$ cat src/shared/cpa_pkg.sv
// Constants, types and the averaging decode function for the current/power accumulator
package cpa_pkg;
    // ----------------------------------------------------------------
    // Widths
    // ----------------------------------------------------------------
    localparam int ADC_W = 16;
    localparam int CAL_W = 15;
    localparam int CUR_W = 24;
    localparam int PWR_W = 24;
    localparam int AVG_SEL_W = 3;
    localparam int AVG_LOG2_DEF = 10;
    localparam int CNT_W = AVG_LOG2_DEF + 1;
    localparam int ACC_W = CUR_W + AVG_LOG2_DEF;
    localparam int ACC_T_W = ADC_W + AVG_LOG2_DEF;
    // Product widths and the bit positions taken from them
    localparam int PROD_C_W = ADC_W + CAL_W + 1;
    localparam int CUR_LSB = PROD_C_W - CUR_W;
    localparam int PROD_P_W = CUR_W + ADC_W + 1;
    localparam int PWR_LSB = PROD_P_W - 1 - PWR_W;
    // ----------------------------------------------------------------
    // Mode and channel codes, reset values
    // ----------------------------------------------------------------
    localparam logic [1:0] MODE_SHUTDOWN = 2'h0;
    localparam logic [1:0] MODE_TRIGGERED = 2'h1;
    localparam logic [1:0] MODE_CONTINUOUS = 2'h2;
    localparam logic [1:0] CH_SHUNT = 2'h0;
    localparam logic [1:0] CH_BUS = 2'h1;
    localparam logic [1:0] CH_TEMP = 2'h2;
    localparam logic [CNT_W-1:0] CNT_RESET = 11'h000;

    // Sequencer states, one-hot
    typedef enum logic [3:0] {
        ST_IDLE = 4'h1,
        ST_SHUNT = 4'h2,
        ST_BUS = 4'h4,
        ST_TEMP = 4'h8
    } cpa_state_t;

    // Averaging select to log2 of the sample count: 1,4,16,64..1024
    function automatic logic [3:0] cpa_avg_log2(input logic [2:0] sel);
        case (sel)
            3'h0: cpa_avg_log2 = 4'h0;
            3'h1: cpa_avg_log2 = 4'h2;
            3'h2: cpa_avg_log2 = 4'h4;
            3'h3: cpa_avg_log2 = 4'h6;
            3'h4: cpa_avg_log2 = 4'h7;
            3'h5: cpa_avg_log2 = 4'h8;
            3'h6: cpa_avg_log2 = 4'h9;
            default: cpa_avg_log2 = 4'ha;
        endcase
    endfunction : cpa_avg_log2
endpackage : cpa_pkg

$ cat src/shared/cpa_calc_if.sv
// Handshake carrying one shunt/bus pair into the arithmetic engine
`timescale 1ns/10ps
interface cpa_calc_if;
    import cpa_pkg::*;
    logic start;
    logic signed [ADC_W-1:0] shunt;
    logic [ADC_W-1:0] vbus;
    logic [CAL_W-1:0] cal;
    logic signed [CUR_W-1:0] current;
    logic signed [PWR_W-1:0] power;
    logic valid;
    modport ctrl(output start, shunt, vbus, cal,
        input current, power, valid);
    modport calc(input start, shunt, vbus, cal,
        output current, power, valid);
endinterface : cpa_calc_if

$ cat src/cpa_mult.sv
// Current and power arithmetic engine, one result per start pulse
`timescale 1ns/10ps
module cpa_mult
    import cpa_pkg::*;
(
    input wire logic clk_in,
    input wire logic reset_in,
    cpa_calc_if.calc calc
);
    typedef struct packed {
        logic signed [CUR_W-1:0] cur;
        logic signed [PWR_W-1:0] pwr;
        logic signed [CUR_W-1:0] prev;
        logic valid;
    } cpa_mult_t;

    cpa_mult_t r_reg, r_next;
    logic signed [PROD_C_W-1:0] prod_c;
    logic signed [PROD_P_W-1:0] prod_p;

    // ----------------------------------------------------------------
    // Arithmetic
    // ----------------------------------------------------------------
    // Power uses the current held from the preceding calculation
    always_comb begin
        prod_c = calc.shunt * $signed({1'b0, calc.cal});
        prod_p = r_reg.prev * $signed({1'b0, calc.vbus});
        r_next = r_reg;
        r_next.valid = 1'b0;
        if (calc.start) begin
            r_next.cur = prod_c[PROD_C_W-1:CUR_LSB];
            r_next.prev = prod_c[PROD_C_W-1:CUR_LSB];
            // Zero calibration forces zero power, even from a stale current
            if (calc.cal == '0) begin
                r_next.pwr = '0;
            end else begin
                r_next.pwr = prod_p[PWR_LSB+PWR_W-1:PWR_LSB];
            end
            r_next.valid = 1'b1;
        end
    end

    always_ff @(posedge clk_in) begin
        if (reset_in) begin
            r_reg <= '0;
        end else begin
            r_reg <= r_next;
        end
    end

    assign calc.current = r_reg.cur;
    assign calc.power = r_reg.pwr;
    assign calc.valid = r_reg.valid;
endmodule : cpa_mult

$ cat src/cpa_top.sv
// Conversion sequencer with background current/power averaging
`timescale 1ns/10ps
// Contract
// - New current and power after shunt plus bus
// - Power uses previous current times latest bus
// - Zero calibration gives zero power
// - Averaging above one keeps partial sums internal
// - Every sample adds into the accumulator
// - Finished run loads averages into outputs
// - Arithmetic overlaps conversion, no added time
// - One multiplexed ADC, channels converted singly
// - Continuous and triggered modes both calculate
// - Averaging 1 to 1024, same for all
// - Outputs hold until next complete result
module cpa_top
    import cpa_pkg::*;
#(
    parameter int AVG_LOG2_MAX = AVG_LOG2_DEF
) (
    input wire logic CLK_SYS_IN,
    input wire logic RESET_IN,
    input wire logic [1:0] MODE_IN,
    input wire logic START_IN,
    input wire logic [AVG_SEL_W-1:0] AVG_SEL_IN,
    input wire logic [CAL_W-1:0] SHUNT_CAL_IN,
    input wire logic ADC_DONE_IN,
    input wire logic [ADC_W-1:0] ADC_DATA_IN,
    output logic [1:0] CHAN_SEL_OUT,
    output logic CONV_START_OUT,
    output logic BUSY_OUT,
    output logic signed [CUR_W-1:0] CURRENT_OUT,
    output logic signed [PWR_W-1:0] POWER_OUT,
    output logic signed [ADC_W-1:0] TEMP_OUT,
    output logic RESULT_READY_OUT
);
    // ----------------------------------------------------------------
    // Elaboration check
    // ----------------------------------------------------------------
    // Accumulators are sized for 1024 samples; more would overflow them
    if (AVG_LOG2_MAX < 1 || AVG_LOG2_MAX > AVG_LOG2_DEF) begin : g_chk
        $error("AVG_LOG2_MAX out of range");
    end

    typedef struct packed {
        cpa_state_t st;
        logic [1:0] chan;
        logic conv;
        logic busy;
        logic pend;
        logic calc_go;
        logic signed [ADC_W-1:0] shunt;
        logic [ADC_W-1:0] vbus;
        logic [CNT_W-1:0] cnt;
        logic signed [ACC_W-1:0] acc_c;
        logic signed [ACC_W-1:0] acc_p;
        logic signed [ACC_T_W-1:0] acc_t;
        logic signed [CUR_W-1:0] cur_o;
        logic signed [PWR_W-1:0] pwr_o;
        logic signed [ADC_W-1:0] tmp_o;
        logic rdy;
    } cpa_top_t;

    cpa_top_t r_reg, r_next;
    cpa_calc_if calc_bus();
    logic [3:0] sh;
    logic [CNT_W-1:0] last_cnt;
    logic signed [ACC_T_W-1:0] sum_t;

    // ----------------------------------------------------------------
    // Arithmetic engine
    // ----------------------------------------------------------------
    cpa_mult u_mult (
        .clk_in(CLK_SYS_IN),
        .reset_in(RESET_IN),
        .calc(calc_bus.calc)
    );

    // Pair handed over the cycle after the bus sample lands
    assign calc_bus.start = r_reg.calc_go;
    assign calc_bus.shunt = r_reg.shunt;
    assign calc_bus.vbus = r_reg.vbus;
    assign calc_bus.cal = SHUNT_CAL_IN;

    // ----------------------------------------------------------------
    // Sequencer and accumulators
    // ----------------------------------------------------------------
    // Averaging count shared by all three channels, clamped to the max
    always_comb begin
        sh = cpa_avg_log2(AVG_SEL_IN);
        if (sh > 4'(AVG_LOG2_MAX)) begin
            sh = 4'(AVG_LOG2_MAX);
        end
        last_cnt = (CNT_W'(1) << sh) - CNT_W'(1);
        sum_t = r_reg.acc_t + ACC_T_W'($signed(ADC_DATA_IN));
        r_next = r_reg;
        r_next.conv = 1'b0;
        r_next.calc_go = 1'b0;
        r_next.rdy = 1'b0;
        // Result lands during the temperature conversion, off the path
        if (calc_bus.valid && r_reg.pend) begin
            r_next.acc_c = r_reg.acc_c + ACC_W'(calc_bus.current);
            r_next.acc_p = r_reg.acc_p + ACC_W'(calc_bus.power);
            r_next.pend = 1'b0;
        end
        case (r_reg.st)
            ST_IDLE: begin
                r_next.busy = 1'b0;
            end
            ST_SHUNT: begin
                if (ADC_DONE_IN) begin
                    r_next.shunt = $signed(ADC_DATA_IN);
                    r_next.st = ST_BUS;
                    r_next.chan = CH_BUS;
                    r_next.conv = 1'b1;
                end
            end
            ST_BUS: begin
                if (ADC_DONE_IN) begin
                    r_next.vbus = ADC_DATA_IN;
                    r_next.calc_go = 1'b1;
                    r_next.pend = 1'b1;
                    r_next.st = ST_TEMP;
                    r_next.chan = CH_TEMP;
                    r_next.conv = 1'b1;
                end
            end
            ST_TEMP: begin
                if (ADC_DONE_IN) begin
                    r_next.acc_t = sum_t;
                    r_next.chan = CH_SHUNT;
                    if (r_reg.cnt == last_cnt) begin
                        // Whole run done: averages go out together
                        r_next.cur_o = CUR_W'(r_reg.acc_c >>> sh);
                        r_next.pwr_o = PWR_W'(r_reg.acc_p >>> sh);
                        r_next.tmp_o = ADC_W'(sum_t >>> sh);
                        r_next.rdy = 1'b1;
                        r_next.acc_c = '0;
                        r_next.acc_p = '0;
                        r_next.acc_t = '0;
                        r_next.cnt = CNT_RESET;
                        if (MODE_IN == MODE_CONTINUOUS) begin
                            r_next.st = ST_SHUNT;
                            r_next.conv = 1'b1;
                        end else begin
                            r_next.st = ST_IDLE;
                            r_next.busy = 1'b0;
                        end
                    end else begin
                        // Partial sums stay internal until the last sample
                        r_next.cnt = r_reg.cnt + CNT_W'(1);
                        r_next.st = ST_SHUNT;
                        r_next.conv = 1'b1;
                    end
                end
            end
            default: begin
                r_next.st = ST_IDLE;
            end
        endcase
        // A mode write aborts any run; a result in flight is discarded
        if (START_IN) begin
            r_next.acc_c = '0;
            r_next.acc_p = '0;
            r_next.acc_t = '0;
            r_next.cnt = CNT_RESET;
            r_next.pend = 1'b0;
            r_next.calc_go = 1'b0;
            r_next.rdy = 1'b0;
            r_next.chan = CH_SHUNT;
            if (MODE_IN == MODE_SHUTDOWN) begin
                r_next.st = ST_IDLE;
                r_next.busy = 1'b0;
                r_next.conv = 1'b0;
            end else begin
                r_next.st = ST_SHUNT;
                r_next.busy = 1'b1;
                r_next.conv = 1'b1;
            end
        end
    end

    always_ff @(posedge CLK_SYS_IN) begin
        if (RESET_IN) begin
            r_reg <= '0;
            r_reg.st <= ST_IDLE;
        end else begin
            r_reg <= r_next;
        end
    end

    // ----------------------------------------------------------------
    // Outputs, all straight from the state register
    // ----------------------------------------------------------------
    // Reads never touch these, so they hold until the next load
    assign CHAN_SEL_OUT = r_reg.chan;
    assign CONV_START_OUT = r_reg.conv;
    assign BUSY_OUT = r_reg.busy;
    assign CURRENT_OUT = r_reg.cur_o;
    assign POWER_OUT = r_reg.pwr_o;
    assign TEMP_OUT = r_reg.tmp_o;
    assign RESULT_READY_OUT = r_reg.rdy;
endmodule : cpa_top

$ cat config.mk
export PLATFORM = sky130hd
export DESIGN_NAME = cpa_top
export DESIGN_NICKNAME = d
export VERILOG_FILES = /design/src/shared/cpa_pkg.sv /design/src/shared/cpa_calc_if.sv /design/src/cpa_mult.sv /design/src/cpa_top.sv
export SDC_FILE = /design/constraint.sdc
export NUM_CORES = 2
export LEC_CHECK = 0
export BUFFER_PORTS_ARGS = -buffer_cell sky130_fd_sc_hd__buf_2
export CORE_ASPECT_RATIO = 0.9
export CORE_MARGIN = 2
export CORE_UTILIZATION = 65
export DETAILED_ROUTE_END_ITERATION = 6
export GPL_TIMING_DRIVEN = 0
export PLACE_DENSITY = 0.83
export SLEW_MARGIN = 20
export SYNTH_ARGS = -nofsm -noshare
export SYNTH_HDL_FRONTEND = slang
export SYNTH_SLANG_ARGS = --single-unit
$ cat constraint.sdc
create_clock -name CLK_SYS_IN -period 8 [get_ports CLK_SYS_IN]
set_input_delay 0.8 -clock CLK_SYS_IN [delete_from_list [all_inputs] [get_ports CLK_SYS_IN]]
set_output_delay 0.8 -clock CLK_SYS_IN [all_outputs]
set_load 0.01 [all_outputs]
### After elaboration in Yosys (flattened, before gate mapping)

Cells that the tools add are included.

* reduce and logical (&&, ||, !) cells: 16
* shift-type cells: 4
* order comparisons: 1
* add/subtract/negate cells: 5
* equality and inequality tests: 21
* bitwise gates (word level): 3
* $mul: 2
* multiplexer cells: 27

Operators by type and width (count)
* two-way mux 159 bit: 3
* adder 34 x 24 -> 34 bit: 2
* two-way mux 68 bit: 1
* >>> shifter 34 x 4 -> 24 bit: 2
* multiplier 24 x 17 -> 40 bit: 1
* multiplier 16 x 16 -> 32 bit: 1
* case mux 4 bit (7 select lines): 1
* adder 26 x 16 -> 26 bit: 1
* >>> shifter 26 x 4 -> 16 bit: 1
* two-way mux 24 bit: 1
* case mux 4 bit (4 select lines): 1
* zero test 15 bit: 1
* != test 3 bit, second input constant: 5
* two-way mux 7 bit: 2
* two-way mux 2 bit: 6
* AND reduction 4 bit: 3
* adder 11 x 1 -> 11 bit, second input constant: 1
* == test 11 bit: 1
* two-way mux 11 bit: 1
* << shifter 1 x 4 -> 11 bit, first input constant: 1
* subtractor 11 x 2 -> 11 bit, second input constant: 1
* two-way mux 10 bit: 1
* == test 3 bit, second input constant: 3
* case mux 3 bit (3 select lines): 1
* other kinds (23): 37

* output and inout bits: 69
* logic and storage cells: 98
* bits in registers: 261

### Logic depth before layout (Yosys ltp)

* word-level depth: 11
* gate-level depth with buffers: 28

### Hierarchy

A second synthesis with hierarchy kept.

* cells, all modules: 4673
* area total of the unflattened synthesis: 39407.8 µm²

Modules (own cells, without submodules)
* cpa_mult: seq. area each 980.9 µm², cells each 2604, instances 1, area each 23695.2 µm²
* cpa_top: seq. area each 4244.1 µm², cells each 2069, instances 1, area each 15712.6 µm²

### Worst setup path after synthesis

OpenSTA, ideal clock, no wires.

* path kind: input port to flip-flop
* start: in SHUNT_CAL_IN[4]
* end: reg u_mult.r_reg (netlist bit u_mult.calc.current[23])
* path buffers: 2
* arrival time: 6733 ps
* required time: 7883 ps
* library setup time: 117 ps
* setup slack: 1149 ps
* cell stages on the path: 26
* path through: clkbuf_1 clkbuf_1 nand2_1 fa_1 inv_1 fa_1 inv_1 fa_1 fa_1 inv_1 fa_1 inv_1 fa_1 inv_1 ha_1 a21oi_1 o221ai_1 a21oi_1 o31a_1 o21ai_1 a21oi_1 o21ai_0 a21oi_1 nor2b_1 or3_1 a32o_1

* cells in the longest elaborated chain, start to end: 1

RTL lines
* start: declaration: RTL line cpa_top.sv:25 `input wire logic [CAL_W-1:0] SHUNT_CAL_IN,`
* multiplier 16 x 16 -> 32 bit: RTL line cpa_mult.sv:26 `prod_c = calc.shunt * $signed({1'b0, calc.cal});`
* end signal: assignment: RTL line cpa_mult.sv:47 `r_reg <= r_next;`
* end: declaration: RTL line cpa_mult.sv:17 `cpa_mult_t r_reg, r_next;`

No other way between the ends.
A chain may end at the register's enable or synchronous reset.

==> results.sh <==
export IMPL_start_util_pct=65.9
export IMPL_die_height_um=238
export IMPL_routed_via_density=6.12
export IMPL_layout_drive_gt1_share_pct=6.43
export IMPL_status="complete, but fails checks"
export IMPL_powerDensity_nw_per_um2=74.4
export IMPL_r2r_slack_ps=200
export IMPL_report_final_slew_viol_count=0
export IMPL_r2r_start="u_mult.calc.current[16]"
export IMPL_hold_depth=2
export IMPL_fin_skew_ps=12.5
export IMPL_r2r_end="u_mult.calc.power[23]"
export IMPL_path_max_fanout=10
export IMPL_period_share_pct=97.5
export IMPL_startpoint_type="flop"
export IMPL_synth_seq_cells=261
export IMPL_grt_pass1_vias=34800
export IMPL_synth_cells=4747
export IMPL_nets=5802
export IMPL_fin_ws_ps=200
export IMPL_drv_cap=0
export IMPL_rsz0062_at_grt="true"
export IMPL_drc=14
export IMPL_cp_arrival_ps=8240
export IMPL_cts_setup_buffers=0
export IMPL_worstHoldEndpoint="CURRENT_OUT[17]"
export IMPL_yosys_area_share_simple_pct=17.1
export IMPL_hold_path_startpoint="CURRENT_OUT[17]"
export IMPL_io_pins=109
export IMPL_grt_use_total_pct=39.8
export IMPL_synth_warnings=0
export IMPL_num_vias=34800
export IMPL_final_area_um2=42100
export IMPL_required_ps=8440
export IMPL_p_leak_nw=19.9
export IMPL_synth_cell_types=81
export IMPL_synth_compound_area_share_pct=12.1
export IMPL_netlist_area_um2=39600
export IMPL_dpl_cell_area_um2=41100
export IMPL_holdBufCountCts=0
export IMPL_dieArea_um2=62900
export IMPL_clk_latency_ps=570
export IMPL_drt_iter0_drc=3972
export IMPL_path_clk_slew_ps=60
export IMPL_fmaxAchievable_ghz=0.128
export IMPL_grt_max_degree=16
export IMPL_period_needed_ps=7800
export IMPL_cts_htree_levels=1
export IMPL_timing_slew_headroom_pct=23.0
export IMPL_drt_pass1_iterations=7
export IMPL_synth_top_family_by_area="adder cells"
export IMPL_grt_pass1_wl_um=194000
export IMPL_synth_fa_ha_area_share_pct=39.7
export IMPL_final_setup_viol_count=0
export IMPL_synth_mux_area_fraction_pct=3.49
export IMPL_final_common_cell="inv_1"
export IMPL_post_route_util_pct=70.0
export IMPL_reg2regPathDepth=24
export IMPL_mostFrequentLayoutCells="inv_1, nand2_1, fa_1, a21oi_1, ha_1"
export IMPL_overflow=0
export IMPL_portBuffers=102
export IMPL_cts_tree="done"
export IMPL_hold_viol_final=0
export IMPL_wl_um=124000
export IMPL_rows=85
export IMPL_clock_sinks=261
export IMPL_worst_pin_slew_ps=1160
export IMPL_die_w_um=264
export IMPL_cts_buffers=28
export IMPL_worstSetupPathType="reg2reg"
export IMPL_clock_path_buffers=3
export IMPL_synth_xor_area_share_pct=3.36
export IMPL_hold_class="reg2reg"
export IMPL_async_flop_share_pct=0
export IMPL_coreArea_um2=60100
export IMPL_largest_reg_flops=110
export IMPL_wl_per_cell_um=21.8
export IMPL_ant_nets=0
export IMPL_hpwl_um=100000
export IMPL_violations="DRC"
export IMPL_post_place_ws_ps=-330
export IMPL_synthesis_nets=5673
export IMPL_cp_end_kind="flop"
export IMPL_ys_seq_area_share_pct=13.2
export IMPL_syn_avg_cell_area_um2=8.35
export IMPL_root_buffer="clkbuf_16"
export IMPL_synth_edf_count=0
export IMPL_gp_congestion=1.05
export IMPL_ir_drop_mv=0.143
export IMPL_syn_to_final_growth_pct=6.24
export IMPL_grt_antenna_before_repair=0
export IMPL_fill_cells=4801
export IMPL_synth_ff_type="dfxtp_1"
worst max path at each step:
stage | endpoint | from | cells past startpoint
final | u_mult.calc.power[23] | u_mult.calc.current[16] | 24
after global routing | u_mult.calc.power[23] | u_mult.calc.current[16] | 24
after CTS | u_mult.calc.power[23] | u_mult.calc.current[23] | 23
after detailed placement | u_mult.calc.power[23] | u_mult.calc.current[23] | 23
after global placement | u_mult.calc.power[23] | u_mult.calc.current[23] | 23
after floorplan | u_mult.calc.current[23] | SHUNT_CAL_IN[4] | 26
synth_stat cells, types with 8 or more instances:
cell type	number	area, um^2
a211o_1	8	70.1
a211oi_1	27	203
a21o_1	69	518
a21oi_1	279	1400
a22o_1	19	166
a22oi_1	16	120
a311o_1	24	240
a31o_2	8	70.1
a31oi_1	20	125
and2_1	257	1610
and3_1	24	150
and4_1	8	70.1
buf_2	25	125
buf_4	70	526
clkbuf_1	202	758
dfxtp_1	261	5230
fa_1	618	12400
ha_1	268	3350
inv_1	778	2920
mux2_2	14	158
mux2i_1	94	941
mux4_2	12	270
nand2_1	777	2920
nand2b_1	26	163
nand3_1	53	265
nand4_1	10	62.6
nor2_1	237	890
nor2b_1	20	125
nor3_1	43	215
nor4_1	9	56.3
o211ai_1	32	240
o21a_1	20	150
o21ai_0	103	515
o21bai_1	11	82.6
o22ai_1	21	131
or3_1	10	62.6
xnor2_1	93	815
xor2_1	59	517
cell families (layout without fill, tap and decap cells):
logic type / count (synthesis) / after routing
AO/OA/AOI/OAI: 743 / 743
XOR/XNOR: 152 / 152
adder cells (fa/ha/maj): 886 / 886
buffers and inverters: 1084 / 1234
flip-flops: 261 / 261
multiplexers: 121 / 121
other: 1 / 3
AND/OR/NAND/NOR: 1499 / 1499
where the power goes:
group | internal, mW | switching [mW]
Combinational | 0.129 | 0.312
Clock | 0.802 | 0.584
Sequential | 1.30 | 0.00364
critical path: stages (launching register included):
cell and delay (ps):
dfxtp_1 390, clkbuf_1 650, clkbuf_1 590, nand2_1 190, fa_1 530, inv_1 50, fa_1 580, fa_1 450
fa_1 490, fa_1 500, inv_1 50, fa_1 480, inv_1 40, ha_1 350, a21o_1 180, a21o_1 160
a21o_1 200, nor3_1 260, o2111ai_1 350, nand3_1 260, o22ai_1 130, or3_1 340, a31oi_1 210, xnor2_1 130
o21ai_0 80
timing repair:
item / 4_1_cts / 5_1_grt
resized for setup: 2 / 23
endpoints found under the setup margin: 2 / 6
gates cloned: 0 / 0
layout make-up:
type	instances	area (um^2)	area share, %
Tap cell	783	980	2.33
Buffer	303	1460	3.47
Antenna cell	2	5.00	0.0119
Clock inverter	17	203	0.482
Inverter	778	2920	6.94
Multi-Input combinational cell	3402	30000	71.3
Timing Repair Buffer	102	510	1.21
Sequential cell	261	5230	12.4
Clock buffer	34	754	1.79
stage by stage:
| stage | std cells | power [mW] | hold slack, ps | TNS [ps] |
|---|---|---|---|---|
| floorplan | 4747 | 1.60 | 417 | 0 |
| global placement | 5632 | 1.75 | 428 | -502 |
| detailed placement | 5632 | 1.75 | 447 | -568 |
| CTS | 5683 | 3.11 | 454 | 0 |
| global route | 5680 | 3.20 | 470 | -40.2 |
| finish | 5682 | 3.13 | 449 | 0 |
per-layer routing:
| metal | GRT usage, % | wire [um] | vias up |
|---|---|---|---|
| met5 | 0 | 0 | - |
| met1 | 54.9 | 48600 | 16900 |
| met3 | 8.20 | 14500 | 448 |
| met2 | 60.3 | 53000 | 2140 |
| met4 | 19.5 | 7800 | 0 |
| li1 | - | - | 15300 |
No activity file was read; power rests on OpenSTA's default activity.
